## src/qeiirq_pkg.sv

```systemverilog
// Constants and types for the encoder interrupt status block
//
// Overview of operation
// - Enable bits 3..0, upper bits read zero
// - Request only when enable and raw set
// - Raw bits latch regardless of enable mask
// - Raw zero means no event since clear
// - Index pulse detection sets raw bit 0
// - Index request only while index enabled
// - Masked bit is raw AND enable
// - Masked register shows sources now requesting
// - Write one clears event; zero ignored
// - Clearing masked index also clears raw index
// - Raw read-only; cleared via masked write
package qeiirq_pkg;
  localparam int unsigned QEIIRQ_NSRC = 4;
  localparam logic [11:0] QEIIRQ_OFS_ENABLE = 12'h020;
  localparam logic [11:0] QEIIRQ_OFS_RAW    = 12'h024;
  localparam logic [11:0] QEIIRQ_OFS_MASKED = 12'h028;
  localparam logic [11:0] QEIIRQ_OFS_VELO   = 12'h01C;
  localparam int unsigned QEIIRQ_BIT_INDEX  = 0;
  localparam int unsigned QEIIRQ_BIT_TIMER  = 1;
  localparam int unsigned QEIIRQ_BIT_DIR    = 2;
  localparam int unsigned QEIIRQ_BIT_ERROR  = 3;
  localparam logic [3:0]  QEIIRQ_RST_BITS   = 4'h0;
  localparam logic [31:0] QEIIRQ_RST_WORD   = 32'h00000000;
  localparam logic [1:0]  QEIIRQ_HTRANS_NONSEQ = 2'h2;
  localparam logic [1:0]  QEIIRQ_HTRANS_SEQ    = 2'h3;

  typedef struct packed {
    logic [3:0]  enable_r;
    logic [3:0]  raw_r;
    logic        idx_q2_r;
    logic        idx_q3_r;
    logic        wr_pend_r;
    logic        rd_pend_r;
    logic [11:0] addr_r;
    logic [31:0] rdata_r;
  } qeiirq_state_type;
endpackage

```

## src/qeiirq_top.sv

```systemverilog
// Encoder interrupt enable, raw status and masked status registers
//
// Decided for this implementation: register access over AHB-Lite.
`timescale 1ns/1ns
module qeiirq_top (
  input  wire logic        hclk,
  input  wire logic        hresetn,
  input  wire logic        hsel,
  input  wire logic [31:0] haddr,
  input  wire logic [1:0]  htrans,
  input  wire logic        hwrite,
  input  wire logic [2:0]  hsize,
  input  wire logic [31:0] hwdata,
  input  wire logic        hready,
  output logic             hreadyout,
  output logic             hresp,
  output logic [31:0]      hrdata,
  input  wire logic        index_pin,
  input  wire logic        phase_error_event,
  input  wire logic        direction_change_event,
  input  wire logic        timer_expiry_event,
  input  wire logic [31:0] measured_velocity,
  output logic             irq
);
  qeiirq_pkg::qeiirq_state_type st_r;
  qeiirq_pkg::qeiirq_state_type st_nxt;

  logic       idx_q2;
  logic       idx_q3;
  logic       index_pulse_event;
  logic [3:0] ev_set;
  logic [3:0] clr;
  logic [3:0] masked;
  logic       take;

  qeiirq_sync u_idx_sync (
    .hclk    (hclk),
    .hresetn (hresetn),
    .pin_in  (index_pin),
    .q2      (idx_q2),
    .q3      (idx_q3)
  );

  // Rising edge only once stages two and three agree high
  assign index_pulse_event = idx_q2 & idx_q3 & ~st_r.idx_q3_r
                             & st_r.idx_q2_r;

  assign ev_set[qeiirq_pkg::QEIIRQ_BIT_INDEX] = index_pulse_event;
  assign ev_set[qeiirq_pkg::QEIIRQ_BIT_TIMER] = timer_expiry_event;
  assign ev_set[qeiirq_pkg::QEIIRQ_BIT_DIR]   = direction_change_event;
  assign ev_set[qeiirq_pkg::QEIIRQ_BIT_ERROR] = phase_error_event;

  // Write to masked register clears matching raw bits
  assign clr = (st_r.wr_pend_r &&
                st_r.addr_r == qeiirq_pkg::QEIIRQ_OFS_MASKED)
               ? hwdata[3:0] : 4'h0;

  assign masked = st_r.raw_r & st_r.enable_r;
  assign irq = |masked;

  assign take = hsel & hready & htrans[1];
  assign hreadyout = 1'b1;
  assign hresp = 1'b0;
  assign hrdata = st_r.rdata_r;

  always_comb begin
    st_nxt = st_r;
    st_nxt.idx_q2_r = idx_q2;
    st_nxt.idx_q3_r = idx_q3;
    // Set wins so a coincident event is never lost
    st_nxt.raw_r = (st_r.raw_r & ~clr) | ev_set;
    if (st_r.wr_pend_r &&
        st_r.addr_r == qeiirq_pkg::QEIIRQ_OFS_ENABLE) begin
      st_nxt.enable_r = hwdata[3:0];
    end
    // Raw register has no write path at all
    st_nxt.wr_pend_r = take & hwrite;
    st_nxt.rd_pend_r = take & ~hwrite;
    if (take) begin
      st_nxt.addr_r = haddr[11:0];
    end
    // Read data prepared in the address phase, held until next read
    if (take && !hwrite) begin
      case (haddr[11:0])
        qeiirq_pkg::QEIIRQ_OFS_ENABLE: begin
          st_nxt.rdata_r = {28'h0000000, st_r.enable_r};
        end
        qeiirq_pkg::QEIIRQ_OFS_RAW: begin
          st_nxt.rdata_r = {28'h0000000, st_r.raw_r};
        end
        qeiirq_pkg::QEIIRQ_OFS_MASKED: begin
          st_nxt.rdata_r = {28'h0000000, masked};
        end
        qeiirq_pkg::QEIIRQ_OFS_VELO: begin
          st_nxt.rdata_r = measured_velocity;
        end
        default: begin
          st_nxt.rdata_r = qeiirq_pkg::QEIIRQ_RST_WORD;
        end
      endcase
    end
  end

  always_ff @(posedge hclk or negedge hresetn) begin
    if (!hresetn) begin
      st_r.enable_r  <= qeiirq_pkg::QEIIRQ_RST_BITS;
      st_r.raw_r     <= qeiirq_pkg::QEIIRQ_RST_BITS;
      st_r.idx_q2_r  <= 1'b0;
      st_r.idx_q3_r  <= 1'b0;
      st_r.wr_pend_r <= 1'b0;
      st_r.rd_pend_r <= 1'b0;
      st_r.addr_r    <= 12'h000;
      st_r.rdata_r   <= qeiirq_pkg::QEIIRQ_RST_WORD;
    end else begin
      st_r <= st_nxt;
    end
  end

  chk_irq_masked_or: assert property (
    @(posedge hclk) disable iff (!hresetn)
    irq == |(st_r.raw_r & st_r.enable_r))
    else $error("irq not OR of masked bits");

  chk_raw_latch_event: assert property (
    @(posedge hclk) disable iff (!hresetn)
    phase_error_event |=> st_r.raw_r[3])
    else $error("phase error not latched");

  chk_raw_sticky_hold: assert property (
    @(posedge hclk) disable iff (!hresetn)
    (st_r.raw_r[2] && clr[2] == 1'b0) |=> st_r.raw_r[2])
    else $error("raw bit dropped without clear");

  chk_clear_w1c_raw: assert property (
    @(posedge hclk) disable iff (!hresetn)
    (clr[1] && !timer_expiry_event) |=> !st_r.raw_r[1])
    else $error("one write did not clear bit");

  chk_set_beats_clear: assert property (
    @(posedge hclk) disable iff (!hresetn)
    (clr[2] && direction_change_event) |=> st_r.raw_r[2])
    else $error("set lost to clear");

  chk_index_clear_raw: assert property (
    @(posedge hclk) disable iff (!hresetn)
    (clr[0] && !index_pulse_event) |=> !st_r.raw_r[0])
    else $error("index raw not cleared");

  chk_index_pin_sets: assert property (
    @(posedge hclk) disable iff (!hresetn)
    $rose(idx_q3) && idx_q2 |=> st_r.raw_r[0])
    else $error("index pulse not latched");

  chk_index_masked_off: assert property (
    @(posedge hclk) disable iff (!hresetn)
    (st_r.enable_r == 4'h0) |-> !irq)
    else $error("irq while all masked");

  chk_enable_write: assert property (
    @(posedge hclk) disable iff (!hresetn)
    (take && hwrite && haddr[11:0] == qeiirq_pkg::QEIIRQ_OFS_ENABLE)
    ##1 1'b1 |=> st_r.enable_r == $past(hwdata[3:0]))
    else $error("enable write not stored");

  cov_index_irq: cover property (
    @(posedge hclk) disable iff (!hresetn) irq && st_r.raw_r[0]);
  cov_set_clear_same: cover property (
    @(posedge hclk) disable iff (!hresetn) clr[3] && phase_error_event);
  cov_masked_raw: cover property (
    @(posedge hclk) disable iff (!hresetn) st_r.raw_r[1] && !irq);
endmodule

```

## src/qeiirq_sync.sv

```systemverilog
// Three-stage pin synchroniser for the index input
`timescale 1ns/1ns
module qeiirq_sync (
  input  wire logic hclk,
  input  wire logic hresetn,
  input  wire logic pin_in,
  output logic      q2,
  output logic      q3
);
  logic q1;

  // First stage feeds only the second
  always_ff @(posedge hclk or negedge hresetn) begin
    if (!hresetn) begin
      q1 <= 1'b0;
      q2 <= 1'b0;
      q3 <= 1'b0;
    end else begin
      q1 <= pin_in;
      q2 <= q1;
      q3 <= q2;
    end
  end
endmodule

```

## config.mk

```make
export PLATFORM = sky130hd
export DESIGN_NAME = qeiirq_top
export DESIGN_NICKNAME = d
export VERILOG_FILES = /design/src/qeiirq_pkg.sv /design/src/qeiirq_top.sv /design/src/qeiirq_sync.sv
export SDC_FILE = /design/constraint.sdc
export NUM_CORES = 1
export LEC_CHECK = 0
export ABC_AREA = 1
export BUFFER_PORTS_ARGS = -buffer_cell sky130_fd_sc_hd__buf_4
export CAP_MARGIN = 20
export CORE_MARGIN = 3
export CORE_UTILIZATION = 49
export DETAILED_ROUTE_END_ITERATION = 8
export PLACE_DENSITY = 0.93
export SLEW_MARGIN = 30
export SYNTH_ARGS = -nofsm -noshare
export SYNTH_HDL_FRONTEND = slang
export SYNTH_SLANG_ARGS = --single-unit
export TNS_END_PERCENT = 50
```

## constraint.sdc

```tcl
create_clock -name hclk -period 2.15 [get_ports hclk]
set_clock_uncertainty 0.05 [all_clocks]
set_input_delay 0.5375 -clock hclk [delete_from_list [all_inputs] [get_ports hclk]]
set_output_delay 0.5375 -clock hclk [all_outputs]
set_load 0.005 [all_outputs]
```

==> impl_metrics.yaml, run 1 <==
status:
  status: "completed"
power:
  p_leak_uw: 0.00176
  p_per_area_mw_per_mm2: 639
  peakVddDrop_uv: 402
cts:
  insertion_delay_ns: 0.32
  ctsHoldBuffers: 0
  cts_buffer_depth: 2
  cts_buffers: 9
  cts_tree: "built"
  cts.sinks: 57
  postCtsResizedCells: 0
  cts_htree_levels: 3
  cts_root_buf: "clkbuf_8"
  post_cts_buffers: 0
  clk_pin_slew_ns: 0.06
placed_design:
  place_inst: 441
  port_buffers: 90
  hpwl_um: 4250
  gp_congestion: 0.811
synthesis:
  synth_largest_area_cell: "dfrtp_1"
  synth_top_family_by_area: "simple AND/OR/NAND/NOR gates"
  synthAdderAreaFrac: 0
  synth_xor_area_frac: 0
  synth_top_area_share: 0.505
  synthTopCellsByArea: "dfrtp_1 (51%), nand2_1 (13%), buf_4 (9.3%)"
  synth_compound_area_frac: 0.110
  yosysSeqAreaShare: 0.505
  ys_seq_elements: 57
  synthCells: 320
  syn_area_per_cell_um2: 8.82
  syn-cell-area_mm2: 0.00282
  synthMuxAreaShare: 0.0199
  syn_nets: 430
  post_synth_num_cell_types: 22
  synth_simple_gate_area_share: 0.219
  yosysWarnings: 0
global_routing:
  overflow: 0
  antenna_found_initial: 0
  grt_max_degree: 58
  grt_pass1_vias: 2178
  grt_use_total: 0.185
  grt_pass1_wl_um: 9410
drt:
  drt-pass1-iter-count: 6
  wl_per_cell_um: 12.5
  drc_errors: 0
  vias_per_cell: 4.82
  drt_wl_total_um: 5710
  first_iter_violations: 72
  ant_nets: 0
  vias: 2203
sta:
  worst_pin_slew_ns: 0.694
  post-route-period-util: 0.767
  finalCriticalPeriod_ns: 1.65
  clock.fmax_mhz: 606
  rsz0062_at_grt: "no"
  finalSetupTns_ns: 0
  hold_viol: 0
  finalSetupViolCount: 0
  drv_slew: 0
  max_slew_margin: 0.537
worst_setup_path:
  cp-end-kind: "primary output"
  cp_max_fo: 3
  worst-setup-path-type: "reg2out"
  cp-start-kind: "flip-flop"
  rrSetupSlack_ns: 0.77
  cp.required_ns: 1.56
  critPathArrivalTime_ns: 1.06
finish:
  post-route-util: 0.627
  synthToLayoutAreaGrowth_pct: 23.0
  diodes: 0
  layout-drive-gt1-share: 0.371
  multi_input_area_um2: 993
  layout_common_cells: "nand2_1 (97), buf_4 (94), dfrtp_1 (57), inv_1 (20), o21ai_2 (20)"
  layout_commonest_cell: "nand2_1"
  fin_cells: 457
  layout.nets: 490
  fillers: 456
  seq_area_mm2: 0.00143
floorplan:
  num_rows: 27
  die-area_mm2: 0.00671
  initial_core_util: 0.509
  fp.dieH_um: 81.9
  core_region_area_mm2: 0.00554
  io_pins: 145
  fp.dieW_um: 81.9
hold_path:
  hold_path_class: "in2async"
flow_run:
  maxCapViolCount: 0
metal layers:
metal	share of wire	routed length (um)	up-vias	GRT usage
met5	0	0	-	0
met4	0.012	68	0	0.0847
met3	0.081	460	9	0.0450
met2	0.51	2940	69	0.335
met1	0.39	2240	1026	0.203
li1	-	-	1099	-
kinds of logic after synthesis:
kind of cell           Yosys count
other                            2
multiplexers                     5
flip-flops                      57
buffers and inverters           67
AO/OA/AOI/OAI                   47
AND/OR/NAND/NOR                142
state kept, by name (all words and copies together), names as in the netlist:
register / flops
hrdata: 32
st_r: 23
u_idx_sync.q1: 1
u_idx_sync.q2: 1
cell usage after synthesis:
cell type and count:
nand3b_1 2, clkbuf_1 4, dfrtp_1 57, o21ai_0 17, nor3_1 1, nor2_2 1
nor2_1 12, conb_1 2, nand2_2 3, o21ai_2 20, buf_2 4, buf_6 2
mux2_2 5, nor2_4 4, nand2_4 1, nand3_1 18, inv_2 2, inv_1 20
nand4_1 3, buf_4 35, o21ai_1 10, nand2_1 97
worst paths after layout:
path / from / cells after the start / endpoint
max in group asynchronous: hresetn / 1 / st_r[55]$_DFFE_PN0P_
worst min register to register: u_idx_sync.q1$_DFF_PN0_ / 0 / u_idx_sync.q2$_DFF_PN0_
min in group hclk: index_pin / 1 / u_idx_sync.q1$_DFF_PN0_
worst max register to register: st_r[43]$_DFFE_PN0P_ / 5 / st_r[55]$_DFFE_PN0P_
worst max-delay path: st_r[49]$_DFF_PN0_ / 3 / irq
worst min-delay path: hresetn / 1 / hrdata[9]$_DFFE_PN0P_
worst max-delay path, stage by stage, from the launching register on:
cell and delay [ns]:
dfrtp_1 0.40, nand2_1 0.09, nand4_1 0.11, buf_4 0.15
area by class of cell:
class	count	area share
well taps	72	0.0259
inverters	22	0.0238
multi-input cells	196	0.286
repair buffers	94	0.203
clock inverters	2	0.00360
clock buffers	14	0.0468
flip-flops and latches	57	0.411
power by group:
group / internal (uW) / switching, uW
Sequential: 1120 / 24.6
Combinational: 108 / 96.9
Clock: 480 / 390
Total: 1710 / 512
through the flow:
| stage | area, um2 | worst slack, ns | power, uW | hold WS (ns) |
|---|---|---|---|---|
| floorplan | 2820 | 0.769 | 1240 | 0.192 |
| global placement | 3300 | 0.369 | 1360 | 0.286 |
| detailed placement | 3300 | 0.347 | 1370 | 0.294 |
| CTS | 3470 | 0.483 | 2250 | 0.220 |
| global route | 3470 | 0.425 | 2340 | 0.247 |
| finish | 3470 | 0.501 | 2220 | 0.203 |
(Power assumes the default switching activity.)
==> inputs of run 2 (changes only) <==
--- a/config.mk
+++ b/config.mk
@@ -5,13 +5,13 @@
 export SDC_FILE = /design/constraint.sdc
 export NUM_CORES = 1
 export LEC_CHECK = 0
-export ABC_AREA = 1
+export ABC_AREA = 0
 export BUFFER_PORTS_ARGS = -buffer_cell sky130_fd_sc_hd__buf_4
 export CAP_MARGIN = 20
 export CORE_MARGIN = 3
-export CORE_UTILIZATION = 49
+export CORE_UTILIZATION = 40
 export DETAILED_ROUTE_END_ITERATION = 8
-export PLACE_DENSITY = 0.93
+export PLACE_DENSITY = 0.85
 export SLEW_MARGIN = 30
 export SYNTH_ARGS = -nofsm -noshare
 export SYNTH_HDL_FRONTEND = slang
==> constraint.sdc (replaced) <==
create_clock -name hclk -period 1.5 [get_ports hclk]
set_clock_uncertainty 0.05 [all_clocks]
set_input_delay 0.375 -clock hclk [delete_from_list [all_inputs] [get_ports hclk]]
set_output_delay 0.375 -clock hclk [all_outputs]
set_load 0.005 [all_outputs]
==> impl_metrics.yaml, run 2 <==
status:
  status: "finished, violations left"
  violations: "negative setup slack"
power:
  p_leak_uw: 0.00171
  p_per_area_mw_per_mm2: 1000
  peakVddDrop_uv: 871
worst_setup_path:
  cp_cell_sequence: "or4_4 -> buf_6 -> nor4_4 -> nand2_1 -> o2bb2ai_1"
  worst-setup-path-type: "reg2reg"
  cp-start-kind: "flip-flop"
  path_buf_inv: 1
  critPathArrivalTime_ns: 1.99
  cp_max_fo: 4
  crit_family: "simple AND/OR/NAND/NOR gates"
  cp.required_ns: 1.66
  slowest_delay_ns: 0.57
  cp-end-kind: "flip-flop"
  crit_slowest_cell: "or4_4"
global_routing:
  grt_use_total: 0.165
  use_met1: 0.200
  grt_max_degree: 34
  met2_usage: 0.273
  grt_busiest_layer: "met2"
  overflow: 0
  grt_pass1_wl_um: 9260
  antenna_found_initial: 0
  met3_usage: 0.0615
  grt_pass1_vias: 1907
finish:
  post-route-util: 0.572
  layout-drive-gt1-share: 0.521
  fillers: 511
  seq_area_mm2: 0.00143
  layout.nets: 392
  finalInstanceArea_mm2: 0.00346
  diodes: 0
  layout_commonest_cell: "buf_4"
  multi_input_area_um2: 847
  layout_common_cells: "buf_4 (108), dfrtp_1 (57), a22o_1 (32), clkbuf_8 (13), mux2_2 (11)"
  synthToLayoutAreaGrowth_pct: 35.9
  largest_reg_flops: 32
placed_design:
  hpwl_um: 4110
  gp_congestion: 0.826
  dpl_cell_area_mm2: 0.00320
  post-place-ws_ns: -0.344
  port_buffers: 90
floorplan:
  core_region_area_mm2: 0.00606
  fp.dieW_um: 85.8
  initial_core_util: 0.421
  die-area_mm2: 0.00737
  fp.dieH_um: 85.8
  num_rows: 28
  io_pins: 145
drt:
  first_iter_violations: 70
  drt-pass1-iter-count: 4
  ant_nets: 0
  wl_per_cell_um: 15.4
  drt_wl_total_um: 5550
  drc_errors: 0
  vias: 1790
  vias_per_cell: 4.96
sta:
  rsz0062_at_grt: "yes"
  post-route-period-util: 1.21
  hold_viol: 0
  finalSetupViolCount: 9
  clock.fmax_mhz: 549
  finalCriticalPeriod_ns: 1.82
  drv_slew: 0
  worst_slack_ns: -0.321
synthesis:
  syn-cell-area_mm2: 0.00255
  ys_seq_elements: 57
  synthCells: 202
  yosysWarnings: 0
  syn_area_per_cell_um2: 12.6
  yosysSeqAreaShare: 0.560
  ys_top_cells_by_count: "dfrtp_1 (57), buf_4 (37), a22o_1 (32)"
  synth_top_family_by_area: "compound AO/OA/AOI/OAI gates"
  synthAdderAreaFrac: 0
  synth_top_area_share: 0.560
  synth_xor_area_frac: 0
  post_synth_num_cell_types: 28
  synthTopCellsByArea: "dfrtp_1 (56%), a22o_1 (11%), buf_4 (11%)"
  synth_edf_count: 0
  synthMuxAreaShare: 0.0663
  synth_compound_area_frac: 0.154
  synth_largest_area_cell: "dfrtp_1"
  synth_simple_gate_area_share: 0.0952
  synth-async-reset-ratio: 1.00
  syn_nets: 312
  yosysMostFrequentCell: "dfrtp_1"
  dominantRegCellSynth: "dfrtp_1"
cts:
  cts_htree_levels: 3
  insertion_delay_ns: 0.33
  clk_pin_slew_ns: 0.06
  cts_buffers: 9
  cts_root_buf: "clkbuf_8"
  cts_tree: "built"
  cts.sinks: 57
  cts_buffer_depth: 2
hold_path:
  hold_path_class: "in2reg"
flow_run:
  maxCapViolCount: 0
-- run 2: cell types whose count changed after synthesis, sizes merged, moves of 8 or more --
cell	change
nand2	-93
o21ai	-42
a22o	+32
inv	-19
nor2	-15
mux2	+10
nand3	-8
-- run 2: where the power goes --
group / switching (uW) / total (uW) / internal [uW]
registers: 41.0 / 1650 / 1610
logic: 125 / 329 / 204
clock network: 567 / 1500 / 936
total: 733 / 3480 / 2750
-- run 2: worst paths after layout --
path,slack [ns],to,startpoint,cells after the start
worst max-delay path,-0.32,st_r[48]$_DFF_PN0_,st_r[41]$_DFFE_PN0P_,5
worst min-delay path,0.10,u_idx_sync.q1$_DFF_PN0_,index_pin,1
worst max register to register,-0.32,st_r[48]$_DFF_PN0_,st_r[41]$_DFFE_PN0P_,5
min in group asynchronous,0.44,st_r[42]$_DFFE_PN0P_,hresetn,2
worst min register to register,0.30,u_idx_sync.q2$_DFF_PN0_,u_idx_sync.q1$_DFF_PN0_,0
max in group asynchronous,0.48,hrdata[30]$_DFFE_PN0P_,hresetn,3
-- run 2: what timing repair did --
action                                 CTS  global route
endpoints found under the hold margin   24             0
buffers inserted                         1             0
pin swaps                                9             5
hold buffers                             1             0
setup endpoints to repair                9             9
gates resized for setup                  6             2
-- run 2: routing by layer --
layer  vias to the layer above  part of all wire
li1                        855                 -
met1                       873              0.40
met2                        58              0.52
met3                         4             0.064
met4                         0             0.012
met5                         -                 0
-- run 2: metrics by stage --
step                      std cells  TNS (ns)  hold WS (ns)  power [uW]
after floorplan                 202     -1.61        0.0294        1780
after global placement          344     -7.66         0.247        1990
after detailed placement        344     -9.49         0.253        2000
after CTS                       361     -2.70        0.0854        3530
after global routing            361     -3.21        0.0713        3650
final                           361     -2.50         0.102        3480
-- run 2: kinds of logic after synthesis --
| kind of cell | count (synthesis) |
|---|---|
| flip-flops | 57 |
| AO/OA/AOI/OAI | 49 |
| buffers and inverters | 46 |
| AND/OR/NAND/NOR | 33 |
| multiplexers | 15 |
| other | 2 |
-- run 2: cell type report --
type / count / area share
multi-input combinational: 99 / 0.244
timing repair buffer: 112 / 0.252
tap: 75 / 0.0271
sequential: 57 / 0.412
inverter: 3 / 0.00325
clock buffer: 13 / 0.0516
clock inverter: 2 / 0.0101
==> inputs of run 3 (changes only) <==
==> constraint.sdc (replaced) <==
create_clock -name hclk -period 1.5 [get_ports hclk]
set_clock_uncertainty 0.05 [all_clocks]
set_input_delay 0.225 -clock hclk [delete_from_list [all_inputs] [get_ports hclk]]
set_output_delay 0.225 -clock hclk [all_outputs]
set_load 0.005 [all_outputs]
==> impl_metrics.yaml, run 3 (synthesis gave the netlist of run 2 again) <==
worst_setup_path:
  r2r_end: "st_r[55]$_DFFE_PN0P_"
  cp-start-kind: "flip-flop"
  slowest_delay_ns: 0.56
  rrSetupSlack_ns: -0.32
  worst-setup-path-type: "reg2reg"
  cp-endpoint: "st_r[55]$_DFFE_PN0P_"
  path_buf_inv: 1
  cp_num_cells: 4
  r2r_cells: 4
  cp_max_fo: 4
  crit_slowest_cell: "or4_4"
  r2r_start: "st_r[33]$_DFFE_PN0P_"
  critical_path.startpoint: "st_r[33]$_DFFE_PN0P_"
  cp.required_ns: 1.67
  critPathArrivalTime_ns: 1.98
  cp-end-kind: "flip-flop"
  crit_family: "simple AND/OR/NAND/NOR gates"
  cp_cell_sequence: "or4_4 -> nor4_4 -> buf_4 -> mux2_4"
placed_design:
  port_buffers: 90
  gp_congestion: 0.847
  hpwl_um: 4140
  post-place-ws_ns: -0.349
drt:
  first_iter_violations: 67
  drt_wl_total_um: 5640
  wl_per_cell_um: 15.9
  vias_per_cell: 5.11
  drt-pass1-iter-count: 4
  drc_errors: 0
  vias: 1813
  ant_nets: 0
flow_run:
  maxCapViolCount: 0
sta:
  clock.fmax_mhz: 551
  worst_slack_ns: -0.315
  rsz0062_at_grt: "yes"
  finalCriticalPeriod_ns: 1.82
  post-route-period-util: 1.21
  drv_slew: 0
  finalSetupTns_ns: -2.09
  finalSetupViolCount: 8
  hold_viol: 0
cts:
  cts_root_buf: "clkbuf_8"
  cts_buffers: 9
  cts_buffer_depth: 2
  cts.sinks: 57
  clk_pin_slew_ns: 0.07
  cts_htree_levels: 3
  cts_tree: "built"
  insertion_delay_ns: 0.33
finish:
  layout_common_cells: "buf_4 (100), dfrtp_1 (57), a22o_1 (32), mux2_2 (11), clkbuf_8 (10)"
  diodes: 0
  layout.nets: 385
  post-route-util: 0.566
  synthToLayoutAreaGrowth_pct: 34.6
  layout-drive-gt1-share: 0.504
  fillers: 529
  layout_commonest_cell: "buf_4"
  largest_reg_flops: 32
power:
  peakVddDrop_uv: 685
  p_per_area_mw_per_mm2: 1080
  p_leak_uw: 0.00169
floorplan:
  num_rows: 28
  die-area_mm2: 0.00737
  initial_core_util: 0.421
  fp.dieH_um: 85.8
  fp.dieW_um: 85.8
  io_pins: 145
  core_region_area_mm2: 0.00606
global_routing:
  grt_pass1_wl_um: 9360
  grt_use_total: 0.165
  grt_pass1_vias: 1932
  grt_max_degree: 32
  overflow: 0
  antenna_found_initial: 0
status:
  violations: "negative setup slack"
  status: "finished, violations left"
hold_path:
  hold_path_class: "in2reg"
## run 3: metal layers
layer	vias up	GRT usage	part of all wire
met1	888	0.213	0.42
met2	66	0.256	0.49
li1	848	-	-
met5	-	0	0
met3	11	0.0480	0.064
met4	0	0.0763	0.022
## run 3: per-stage QoR
step / total power [uW] / instances / hold slack, ns / cell area (um2)
finish: 3700 / 355 / 0.0211 / 3430
global placement: 1970 / 336 / 0.111 / 3130
detailed placement: 1980 / 336 / 0.114 / 3130
CTS: 3750 / 355 / 0.00299 / 3430
floorplan: 1780 / 202 / -0.121 / 2550
global route: 3860 / 355 / 0.0130 / 3430
## run 3: cell type report
cell class                 instances  area (um2)  share of cell area
sequential                        57        1430               0.416
timing repair buffer             105         822               0.240
inverter                           3        11.3             0.00328
clock buffer                      10         138              0.0401
clock inverter                     6         105              0.0306
multi-input combinational         99         835               0.243
tap                               75        93.8              0.0274
## run 3: worst reg2reg max path, stage by stage (launching register included)
cell	delay [ns]
dfrtp_1	0.37
or4_4	0.56
nor4_4	0.22
buf_4	0.19
mux2_4	0.31
## run 3: worst min-delay path by stage
stage	startpoint	to	slack [ns]	depth (start not counted)
after floorplan	hresetn	hrdata[0]$_DFFE_PN0P_	-0.12	0
after global placement	hresetn	hrdata[1]$_DFFE_PN0P_	0.11	1
after detailed placement	hresetn	hrdata[3]$_DFFE_PN0P_	0.11	1
after CTS	direction_change_event	st_r[50]$_DFF_PN0_	0.003	2
after global routing	direction_change_event	st_r[50]$_DFF_PN0_	0.01	2
final	direction_change_event	st_r[50]$_DFF_PN0_	0.02	2
## run 3: report_power, final
group          internal, uW  switching [uW]
combinational           191             125
clock                  1140             603
sequential             1610            40.4
total                  2940             768
## run 3: timing repair
action	CTS	global route
setup endpoints to repair	8	9
pin swaps	10	4
endpoints found under the hold margin	27	0
hold buffers	2	0
gates resized for setup	6	1
buffers inserted	1	0
